===== src/fts_defines.svh =====
/*
 * Constants of the fusing temperature supervisor: register offsets,
 * field positions, reset values, service codes and timing counts.
 * Assumes a 100 MHz mclk and a converter code of one degree per step.
 */
`ifndef FTS_DEFINES_SVH
`define FTS_DEFINES_SVH

// ----------------------------------------
// register offsets
// ----------------------------------------
`define FTS_OFS_CTRL   6'h00
`define FTS_OFS_STATUS 6'h04
`define FTS_OFS_ISTAT  6'h08
`define FTS_OFS_IMASK  6'h0C
`define FTS_OFS_SETP   6'h10
`define FTS_OFS_OVHT   6'h14
`define FTS_OFS_TEMP   6'h18

// ----------------------------------------
// fields and reset values
// ----------------------------------------
`define FTS_IRQ_STOP   0
`define FTS_IRQ_READY  1
`define FTS_SETP_RST   12'h096
`define FTS_OVHT_RST   12'h0AF
`define FTS_SC_SENSOR  8'h1F
`define FTS_SC_WARMUP  8'h21
`define FTS_SC_ONTIME  8'h22
`define FTS_SC_OVHT    8'h23

// ----------------------------------------
// timing
// ----------------------------------------
`define FTS_CLK_NS     10
`define FTS_TICK_NS    1000000
`define FTS_TICK_CYC   (`FTS_TICK_NS / `FTS_CLK_NS)
`define FTS_WARMUP_MS  60000
`define FTS_ONTIME_MS  30000

`endif


===== src/fts_pkg.sv =====
/*
 * Types of the fusing temperature supervisor.
 * Assumes fts_defines.svh is compiled alongside.
 */
`default_nettype none
package fts_pkg;

    typedef enum logic [1:0] {
        FTS_IDLE   = 2'b00,
        FTS_WARMUP = 2'b01,
        FTS_READY  = 2'b11,
        FTS_STOP   = 2'b10
    } fts_state_t;

endpackage
`default_nettype wire


===== src/fts_supervisor.sv =====
/*
 * Fusing temperature supervisor with an AXI4-Lite register slave.
 * Assumes temp_code/temp_valid come from logic on mclk and that
 * sensor_fault and lamp_power_ok are asynchronous pins.
 */
// Our own choices: the register offsets and the AXI4-Lite register port.
`timescale 1ns/1ps
`default_nettype none
`include "fts_defines.svh"

module fts_supervisor
    import fts_pkg::*;
#(
    parameter int TICK_CYC  = `FTS_TICK_CYC,
    parameter int WARMUP_MS = `FTS_WARMUP_MS,
    parameter int ONTIME_MS = `FTS_ONTIME_MS,
    parameter int TW        = 12
) (
    input  wire logic          mclk,
    input  wire logic          resetn,
    input  wire logic [5:0]    s_axi_awaddr,
    input  wire logic          s_axi_awvalid,
    output var  logic          s_axi_awready,
    input  wire logic [31:0]   s_axi_wdata,
    input  wire logic [3:0]    s_axi_wstrb,
    input  wire logic          s_axi_wvalid,
    output var  logic          s_axi_wready,
    output var  logic [1:0]    s_axi_bresp,
    output var  logic          s_axi_bvalid,
    input  wire logic          s_axi_bready,
    input  wire logic [5:0]    s_axi_araddr,
    input  wire logic          s_axi_arvalid,
    output var  logic          s_axi_arready,
    output var  logic [31:0]   s_axi_rdata,
    output var  logic [1:0]    s_axi_rresp,
    output var  logic          s_axi_rvalid,
    input  wire logic          s_axi_rready,
    input  wire logic [TW-1:0] temp_code,
    input  wire logic          temp_valid,
    input  wire logic          sensor_fault,
    input  wire logic          lamp_power_ok,
    output var  logic          heater_drive_n,
    output var  logic          overheat_relay_off,
    output var  logic [7:0]    service_code,
    output var  logic          printer_stop,
    output var  logic          irq
);

    // ----------------------------------------
    // state
    // ----------------------------------------
    typedef struct packed {
        fts_state_t    st;
        logic          en;
        logic [TW-1:0] temp;
        logic [TW-1:0] setp;
        logic [TW-1:0] ovht;
        logic [1:0]    istat;
        logic [1:0]    imask;
        logic          heat;
        logic          heat_n;
        logic          relay_off;
        logic [7:0]    code;
        logic          stop;
        logic          fuse_flt;
        logic [31:0]   pre;
        logic [31:0]   wu_ms;
        logic [31:0]   on_ms;
        logic [2:0]    flt_s;
        logic [2:0]    pwr_s;
        logic          flt;
        logic          pwr;
        logic          awrdy;
        logic          awh;
        logic [5:0]    awa;
        logic          wrdy;
        logic          wh;
        logic [31:0]   wd;
        logic [3:0]    ws;
        logic          bv;
        logic [1:0]    br;
        logic          arrdy;
        logic          rv;
        logic [31:0]   rd;
        logic [1:0]    rr;
        logic          irq;
    } fts_regs_t;

    fts_regs_t r_r;
    fts_regs_t r_nxt;

    function automatic logic [31:0] merge(input logic [31:0] old,
                                          input logic [31:0] wd,
                                          input logic [3:0]  ws);
        logic [31:0] v;
        v = old;
        for (int i = 0; i < 4; i++) begin
            if (ws[i]) begin
                v[i*8 +: 8] = wd[i*8 +: 8];
            end
        end
        return v;
    endfunction

    // ----------------------------------------
    // next state
    // ----------------------------------------
    always_comb begin
        logic        tick;
        logic        wr;
        logic        hot;
        logic [1:0]  ev;
        logic [1:0]  w1c;
        logic [31:0] m;
        r_nxt = r_r;
        ev    = 2'b00;
        w1c   = 2'b00;
        m     = 32'h0000_0000;
        tick  = (r_r.pre == 32'(TICK_CYC - 1));
        hot   = (r_r.temp >= r_r.ovht);
        wr    = r_r.awh && r_r.wh && !r_r.bv;
        // pins pass three flops; a change counts when 2nd and 3rd agree
        r_nxt.flt_s = {r_r.flt_s[1:0], sensor_fault};
        r_nxt.pwr_s = {r_r.pwr_s[1:0], lamp_power_ok};
        if (r_r.flt_s[1] == r_r.flt_s[2]) begin
            r_nxt.flt = r_r.flt_s[2];
        end
        if (r_r.pwr_s[1] == r_r.pwr_s[2]) begin
            r_nxt.pwr = r_r.pwr_s[2];
        end
        if (temp_valid) begin
            r_nxt.temp = temp_code;
        end
        r_nxt.pre = tick ? 32'h0000_0000 : r_r.pre + 32'h0000_0001;
        // --- write channel ---
        if (s_axi_awvalid && r_r.awrdy) begin
            r_nxt.awh   = 1'b1;
            r_nxt.awa   = s_axi_awaddr;
            r_nxt.awrdy = 1'b0;
        end
        if (s_axi_wvalid && r_r.wrdy) begin
            r_nxt.wh   = 1'b1;
            r_nxt.wd   = s_axi_wdata;
            r_nxt.ws   = s_axi_wstrb;
            r_nxt.wrdy = 1'b0;
        end
        if (wr) begin
            r_nxt.awh = 1'b0;
            r_nxt.wh  = 1'b0;
            r_nxt.bv  = 1'b1;
            r_nxt.br  = 2'b00;
            unique case (r_r.awa)
                `FTS_OFS_CTRL: begin
                    m = merge({31'h0, r_r.en}, r_r.wd, r_r.ws);
                    r_nxt.en = m[0];
                end
                `FTS_OFS_ISTAT: begin
                    m   = merge(32'h0, r_r.wd, r_r.ws);
                    w1c = m[1:0];
                end
                `FTS_OFS_IMASK: begin
                    m = merge({30'h0, r_r.imask}, r_r.wd, r_r.ws);
                    r_nxt.imask = m[1:0];
                end
                `FTS_OFS_SETP: begin
                    m = merge(32'(r_r.setp), r_r.wd, r_r.ws);
                    r_nxt.setp = m[TW-1:0];
                end
                `FTS_OFS_OVHT: begin
                    m = merge(32'(r_r.ovht), r_r.wd, r_r.ws);
                    r_nxt.ovht = m[TW-1:0];
                end
                `FTS_OFS_STATUS, `FTS_OFS_TEMP: r_nxt.br = 2'b00;
                default: begin
                    r_nxt.br = 2'b10;
                end
            endcase
        end
        if (r_r.bv && s_axi_bready) begin
            r_nxt.bv    = 1'b0;
            r_nxt.awrdy = 1'b1;
            r_nxt.wrdy  = 1'b1;
        end
        // --- read channel ---
        if (s_axi_arvalid && r_r.arrdy) begin
            r_nxt.arrdy = 1'b0;
            r_nxt.rv    = 1'b1;
            r_nxt.rr    = 2'b00;
            unique case (s_axi_araddr)
                `FTS_OFS_CTRL:   r_nxt.rd = {31'h0, r_r.en};
                `FTS_OFS_STATUS: r_nxt.rd = {16'h0, r_r.code, 1'b0,
                                             r_r.fuse_flt, r_r.stop,
                                             r_r.relay_off, r_r.heat,
                                             1'b0, r_r.st};
                `FTS_OFS_ISTAT:  r_nxt.rd = {30'h0, r_r.istat};
                `FTS_OFS_IMASK:  r_nxt.rd = {30'h0, r_r.imask};
                `FTS_OFS_SETP:   r_nxt.rd = 32'(r_r.setp);
                `FTS_OFS_OVHT:   r_nxt.rd = 32'(r_r.ovht);
                `FTS_OFS_TEMP:   r_nxt.rd = 32'(r_r.temp);
                default: begin
                    r_nxt.rd = 32'h0000_0000;
                    r_nxt.rr = 2'b10;
                end
            endcase
        end
        if (r_r.rv && s_axi_rready) begin
            r_nxt.rv    = 1'b0;
            r_nxt.arrdy = 1'b1;
        end
        // --- supervision ---
        r_nxt.on_ms = (r_r.heat && tick) ? r_r.on_ms + 32'h1 :
                      (r_r.heat ? r_r.on_ms : 32'h0);
        if (r_r.st == FTS_WARMUP && tick) begin
            r_nxt.wu_ms = r_r.wu_ms + 32'h1;
        end
        unique case (r_r.st)
            FTS_IDLE: begin
                r_nxt.heat  = 1'b0;
                r_nxt.wu_ms = 32'h0;
                if (r_r.en) begin
                    r_nxt.st = FTS_WARMUP;
                end
            end
            FTS_WARMUP, FTS_READY: begin
                r_nxt.heat = (r_r.temp < r_r.setp);
                if (r_r.st == FTS_WARMUP && !r_nxt.heat) begin
                    r_nxt.st  = FTS_READY;
                    ev[`FTS_IRQ_READY] = 1'b1;
                end
                if (!r_r.en) begin
                    r_nxt.st   = FTS_IDLE;
                    r_nxt.heat = 1'b0;
                end
            end
            FTS_STOP: begin
                r_nxt.heat = 1'b0;
            end
        endcase
        // stop causes in priority order; any stop is final until reset
        if (r_r.st != FTS_STOP) begin
            if (r_r.flt) begin
                r_nxt.code = `FTS_SC_SENSOR;
                r_nxt.stop = 1'b1;
            end else if (hot) begin
                r_nxt.code      = `FTS_SC_OVHT;
                r_nxt.stop      = 1'b1;
            end else if (r_r.on_ms >= 32'(ONTIME_MS)) begin
                r_nxt.code = `FTS_SC_ONTIME;
                r_nxt.stop = 1'b1;
            end else if (r_r.st == FTS_WARMUP &&
                         r_r.wu_ms >= 32'(WARMUP_MS)) begin
                r_nxt.code = `FTS_SC_WARMUP;
                r_nxt.stop = 1'b1;
            end else if (r_r.heat && !r_r.pwr && !r_r.relay_off) begin
                r_nxt.fuse_flt = 1'b1;
                r_nxt.stop     = 1'b1;
            end
            if (r_nxt.stop) begin
                r_nxt.st   = FTS_STOP;
                r_nxt.heat = 1'b0;
                ev[`FTS_IRQ_STOP] = 1'b1;
            end
        end
        if (hot) begin
            r_nxt.relay_off = 1'b1;
        end
        // set wins over write-one-to-clear
        r_nxt.istat  = (r_r.istat & ~w1c) | ev;
        r_nxt.irq    = |(r_nxt.istat & r_nxt.imask);
        r_nxt.heat_n = !r_nxt.heat;
    end

    // ----------------------------------------
    // registers
    // ----------------------------------------
    always_ff @(posedge mclk) begin
        if (!resetn) begin
            r_r       <= '0;
            r_r.heat_n <= 1'b1;
            r_r.setp  <= `FTS_SETP_RST;
            r_r.ovht  <= `FTS_OVHT_RST;
            r_r.pwr   <= 1'b1;
            r_r.pwr_s <= 3'h7;
            r_r.awrdy <= 1'b1;
            r_r.wrdy  <= 1'b1;
            r_r.arrdy <= 1'b1;
        end else begin
            r_r <= r_nxt;
        end
    end

    // ----------------------------------------
    // outputs
    // ----------------------------------------
    assign heater_drive_n     = r_r.heat_n;
    assign overheat_relay_off = r_r.relay_off;
    assign service_code       = r_r.code;
    assign printer_stop       = r_r.stop;
    assign irq                = r_r.irq;
    assign s_axi_awready      = r_r.awrdy;
    assign s_axi_wready       = r_r.wrdy;
    assign s_axi_bvalid       = r_r.bv;
    assign s_axi_bresp        = r_r.br;
    assign s_axi_arready      = r_r.arrdy;
    assign s_axi_rvalid       = r_r.rv;
    assign s_axi_rdata        = r_r.rd;
    assign s_axi_rresp        = r_r.rr;

    // ----------------------------------------
    // checks
    // ----------------------------------------
    property p_regulate;
        @(posedge mclk) disable iff (!resetn)
        (r_r.st == FTS_READY && r_nxt.st == FTS_READY)
            |=> (heater_drive_n == ($past(r_r.temp) >= $past(r_r.setp)));
    endproperty
    a_regulate: assert property (p_regulate) else $error("regulation wrong");

    property p_overheat;
        @(posedge mclk) disable iff (!resetn)
        (r_r.temp >= r_r.ovht) |=> overheat_relay_off && heater_drive_n && printer_stop;
    endproperty
    a_overheat: assert property (p_overheat) else $error("overheat not cut");

    property p_drive;
        @(posedge mclk) disable iff (!resetn)
        !heater_drive_n |-> (r_r.st == FTS_WARMUP || r_r.st == FTS_READY);
    endproperty
    a_drive: assert property (p_drive) else $error("heater on in wrong state");

    property p_relay_hold;
        @(posedge mclk) disable iff (!resetn)
        overheat_relay_off |=> overheat_relay_off && printer_stop;
    endproperty
    a_relay_hold: assert property (p_relay_hold) else $error("relay released");

    property p_sample;
        @(posedge mclk) disable iff (!resetn)
        temp_valid |=> r_r.temp == $past(temp_code);
    endproperty
    a_sample: assert property (p_sample) else $error("sample lost");

    property p_sensor;
        @(posedge mclk) disable iff (!resetn)
        (r_r.flt && !printer_stop) |=> service_code == `FTS_SC_SENSOR && printer_stop;
    endproperty
    a_sensor: assert property (p_sensor) else $error("sensor fault missed");

    property p_warmup;
        @(posedge mclk) disable iff (!resetn)
        $rose(printer_stop) && service_code == `FTS_SC_WARMUP
            |-> $past(r_r.wu_ms) >= 32'(WARMUP_MS);
    endproperty
    a_warmup: assert property (p_warmup) else $error("early warm-up stop");

    property p_ontime;
        @(posedge mclk) disable iff (!resetn)
        r_r.on_ms <= 32'(ONTIME_MS) || printer_stop;
    endproperty
    a_ontime: assert property (p_ontime) else $error("on-time overrun");

    property p_stop_hold;
        @(posedge mclk) disable iff (!resetn)
        printer_stop |=> printer_stop && heater_drive_n && $stable(service_code);
    endproperty
    a_stop_hold: assert property (p_stop_hold) else $error("stop not held");

endmodule
`default_nettype wire


===== config.mk =====
export PLATFORM = sky130hd
export DESIGN_NAME = fts_supervisor
export DESIGN_NICKNAME = d
export VERILOG_FILES = /design/src/fts_pkg.sv /design/src/fts_supervisor.sv
export VERILOG_INCLUDE_DIRS = /design/src /design/src/src
export SDC_FILE = /design/constraint.sdc
export NUM_CORES = 1
export LEC_CHECK = 0
export BUFFER_PORTS_ARGS = -buffer_cell sky130_fd_sc_hd__clkbuf_2
export CORE_ASPECT_RATIO = 1.75
export CORE_MARGIN = 2
export CORE_UTILIZATION = 40
export DETAILED_ROUTE_END_ITERATION = 6
export PLACE_DENSITY_LB_ADDON = 0.12
export SLEW_MARGIN = 30
export SYNTH_ARGS = -nofsm -noshare
export SYNTH_HDL_FRONTEND = slang
export SYNTH_SLANG_ARGS = --single-unit

===== constraint.sdc =====
create_clock -name mclk -period 2.6 [get_ports mclk]
set_clock_uncertainty 0.15 [all_clocks]
set_input_delay 0.52 -clock mclk [delete_from_list [all_inputs] [get_ports mclk]]
set_output_delay 0.52 -clock mclk [all_outputs]
set_load 0.01 [all_outputs]

; ---- After elaboration in Yosys (flattened, before gate mapping)
; Index checks and enable logic that the tools add are counted.
[word_totals]
reg_bits = 224
out_inout_bits = 53
word_cells = 143
[op_classes]
add_sub_neg = 3
magnitude_cmp = 4
n_eq_ne = 21
n_mux = 32
bitwise = 9
n_reduce_logical = 38
[op_table]
columns = cell, count
row1 = 16-bit one-hot mux with 7 select lines, 1
row2 = "32-bit by 1-bit adder with 32-bit output, second input constant", 3
row3 = 32-bit 2-to-1 mux, 2
row4 = "6-bit by 5-bit equality test with 1-bit output, second input constant", 6
row5 = 9-bit 2-to-1 mux, 4
row6 = "32-bit by 17-bit equality test with 1-bit output, second input constant", 1
row7 = "32-bit by 15-bit >= comparator with 1-bit output, second input constant", 1
row8 = "32-bit by 16-bit >= comparator with 1-bit output, second input constant", 1
row9 = 2-bit 2-to-1 mux, 14
row10 = "6-bit by 4-bit equality test with 1-bit output, second input constant", 4
row11 = 2-bit OR reduction, 8
row12 = 3-bit AND reduction, 5
row13 = 7-bit OR reduction, 2
row14 = 1-bit logical AND, 13
row15 = "6-bit by 3-bit equality test with 1-bit output, second input constant", 2
row16 = 12-bit >= comparator, 1
row17 = 6-bit zero test, 2
row18 = 12-bit less-than comparator, 1
row19 = 1-bit 2-to-1 mux, 8
row20 = 8-bit 2-to-1 mux, 1
row21 = 6-bit AND reduction, 1
row22 = 1-bit zero test, 5
row23 = "5-bit by 3-bit inequality test with 1-bit output, second input constant", 1
row24 = 1-bit inverter, 5
row25 = other kinds (12), 15

; ---- Depth between registers and ports, before layout
[depth]
word_depth = 14
ltp_mapped = 8

; ---- Least setup slack after synthesis
; OpenSTA, ideal clock, no wires.
[synth_timing]
path_type = register -> register
startpoint = register r_r[158] (netlist bit)
endpoint = register r_r[125] (netlist bit)
arrival_time_ns = 2.026
t_required_ns = 2.380
setup_slack_ns = 0.354
stages_incl_launch_ff = 8
path_buffers = 0
period_less_slack_ns = 2.246
path_cell_list = dfxtp_1 ha_1 and4_1 nand4_1 nor2_2 nand3_4 or3_1 a21oi_1
[synth_via]
elab_chain_len = 3
elab_cells_between_ends = 4
[synth_rtl]
columns = element, line
row1 = from (decl), fts_supervisor.sv:89  ; fts_regs_t r_r;
row2 = from (signal assigned), fts_supervisor.sv:288  ; r_r <= r_nxt;
row3 = 32-bit by 17-bit equality test with 1-bit output (*), fts_supervisor.sv:119  ; tick = (r_r.pre == 32'(TICK_CYC - 1));
row4 = 1-bit logical AND (*), fts_supervisor.sv:211  ; r_nxt.on_ms = (r_r.heat && tick) ? r_r.on_ms + 32'h1 :
row5 = 2-bit by 1-bit inequality test with 1-bit output (no line) / 32-bit 2-to-1 mux (equally long branches), --
; Mark *: on every way between the ends. The rest lies on a longest branch, timed or not.
; A chain may end at the register's enable or synchronous reset.

; ---- Final worst setup path
[layout_timing]
startpoint = register r_r[158] (netlist bit)
endpoint = register r_r[104] (netlist bit)
; Same word-level chain as after synthesis.

==> reports/metrics.yaml <==
critical_path:
  worst_setup_path_end_kind: "flop"
  r2r_cells: 6
  critPathRequiredTime_ns: 2.83
  startpoint_type: "flop"
  worstPathMaxFanout: 10
  worst-setup-path-type: "flop to flop"
  worstPathArrival_ns: 2.62
timing:
  slew_viol_final: 0
  worst_pin_slew_ns: 0.676
  final.setup.tns_ns: 0
  fmax_mhz: 418
  rsz0062_at_grt: "false"
  setup_violations: 0
  min_period_over_period_pct: 92.0
  hold_viol_final: 0
  max-slew-margin-rel_pct: 54.3
  fin_crit_ns: 2.39
  fin_hold_ws_ns: 0.113
cts:
  h-tree-depth: 4
  cts-root-buf: "clkbuf_16"
  clk_pin_slew_ns: 0.07
  cts_tree: "yes"
  cts_num_sinks: 200
  cts_hold_buf: 0
  clk_latency_ns: 0.45
  max-clock-path-buffers: 2
  cts_made_buffers: 17
synthesis:
  ys_warn_count: 0
  synthTopCellsByArea: "dfxtp_1, nor2_1, xor2_1"
  ys_types: 62
  synth_most_common_cell: "dfxtp_1"
  synthFlopType: "dfxtp_1"
  synth_area_um2: 9420
  syn_inst: 1104
  yosysTopAreaCell: "dfxtp_1"
  synth_area_per_cell_um2: 8.54
  synth_seq_cells: 200
  synthTopCellsByCount: "dfxtp_1, nor2_1, nand2_1, xor2_1, a21oi_1"
  synth_top_area_share_pct: 42.5
  synth_edf_count: 0
  ys_seq_area_share_pct: 42.5
  async_flop_share_pct: 0
global_route:
  grt_usage_pct: 19.8
  antenna_found_initial: 0
  grt_pass1_vias: 7628
  grt_pass1_wl_um: 38900
  grt_max_degree: 37
  grt_overflow: 0
drt:
  drc: 0
  wl_per_cell_um: 15.8
  viasPerCell: 5.14
  dr_total_vias: 7700
  met3_length_um: 492
  dr.pass1.iters: 5
  wl_met1_um: 9300
  routed.top_layer: "met4"
  wl_um: 23700
  drt_iter0_drc: 398
  final_antenna_net_count: 0
  dr_wl_met2_um: 12900
floorplan:
  dieArea_um2: 24900
  die_h_um: 207
  start_util_pct: 40.6
  chipWidth_um: 120
  placementRows: 74
  coreArea_um2: 23200
  ios: 123
placed_design:
  hpwl_um: 18000
  gp_congestion: 0.828
  io_buffer_count: 78
power:
  pwr_density_cell_nw_per_um2: 576
  ir_worst_vdd_uv: 362
  total_power_mw: 6.16
  p_leak_nw: 4.22
finish:
  nets: 1279
  area_growth_pct: 13.4
  drive_gt1_share_pct: 14.2
  diodes: 0
status:
  run_status: "finished clean"
min_path:
  hold_depth: 2
  min_path_type: "primary input to flop"
flow_run:
  drv_cap: 0
[report_power, final]
part           leakage (nW)  internal, mW  switching [mW]  total, mW
clock network         0.270          1.26            1.27       2.53
logic                  2.33         0.166           0.259      0.426
registers              1.62          3.13          0.0719       3.20
total                  4.22          4.55            1.60       6.16
[cell families after synthesis]
kind of cell    Yosys count  share of synthesized area [%]
simple gates            477                           25.3
flops                   200                           42.5
compound gates          147                           9.52
buf+inv                 127                           6.84
xor+xnor                 79                           7.34
mux                      45                           4.79
fa+ha+maj                28                           3.72
other cells               1                         0.0398
[what timing repair did]
| action | in CTS | in global routing |
|---|---|---|
| hold endpoints to repair | 0 | 0 |
| setup buffers | 0 | 2 |
| resized for setup | 0 | 1 |
| endpoints found under the setup margin | 0 | 7 |
[placed cells by master (no fill, tap or decap), types with 14 or more instances in the layout]
| cell type | count |
|---|---|
| nand3_1 | 43 |
| mux2i_1 | 44 |
| xnor2_1 | 18 |
| clkbuf_16 | 17 |
| nor3_1 | 19 |
| nor4_1 | 14 |
| a21oi_1 | 59 |
| and4_1 | 18 |
| nand2_1 | 113 |
| inv_1 | 40 |
| buf_4 | 44 |
| conb_1 | 22 |
| o21ai_0 | 33 |
| nand4_1 | 37 |
| nor2_1 | 155 |
| xor2_1 | 61 |
| dfxtp_1 | 200 |
| and3_1 | 20 |
| ha_1 | 28 |
| clkbuf_2 | 78 |
[cell type report]
| type | instances | area (um^2) |
|---|---|---|
| clock inverter | 15 | 135 |
| tap | 304 | 380 |
| inverter | 42 | 158 |
| clock buffer | 17 | 425 |
| multi-input combinational | 798 | 4860 |
| sequential | 200 | 4000 |
| timing repair buffer | 122 | 721 |
| fill | 2349 | 12600 |
[path summary, 6_finish.rpt]
check / slack, ns / to / start
hold reg to reg: 0.27 / r_nxt[90] / r_nxt[89]
hold / removal: 0.11 / r_nxt[89] / lamp_power_ok
setup / recovery: 0.21 / r_r[104] / r_r[158]
setup reg to reg: 0.21 / r_r[104] / r_r[158]
[routing by layer]
metal	vias to the layer above	GRT usage, %
li1	3924	-
met1	3616	20.7
met2	113	37.2
met3	47	2.97
met4	0	10.0
met5	-	0
[state kept, by name, indices dropped and copies added, names as in the netlist, 4 cells and up]
register	flops
r_nxt	4
s_axi_rdata	14
service_code	4
r_r	167
[critical path, cell delays in order (launching register included)]
cell	delay [ns]
dfxtp_1	0.37
ha_1	0.22
and4_1	0.29
and4_1	0.36
nand3_1	0.35
or3_1	0.45
a21oi_1	0.13
[stage by stage]
stage	utilization (%)	area, um^2	setup WS (ns)	cells
after floorplan	-	9500	0.354	1125
after global placement	43.5	10100	0.216	1464
after detailed placement	43.5	10100	0.182	1464
after CTS	45.9	10700	0.186	1496
after global routing	46.0	10700	0.0375	1498
final	46.0	10700	0.207	1498
(Power assumes the default switching activity.)
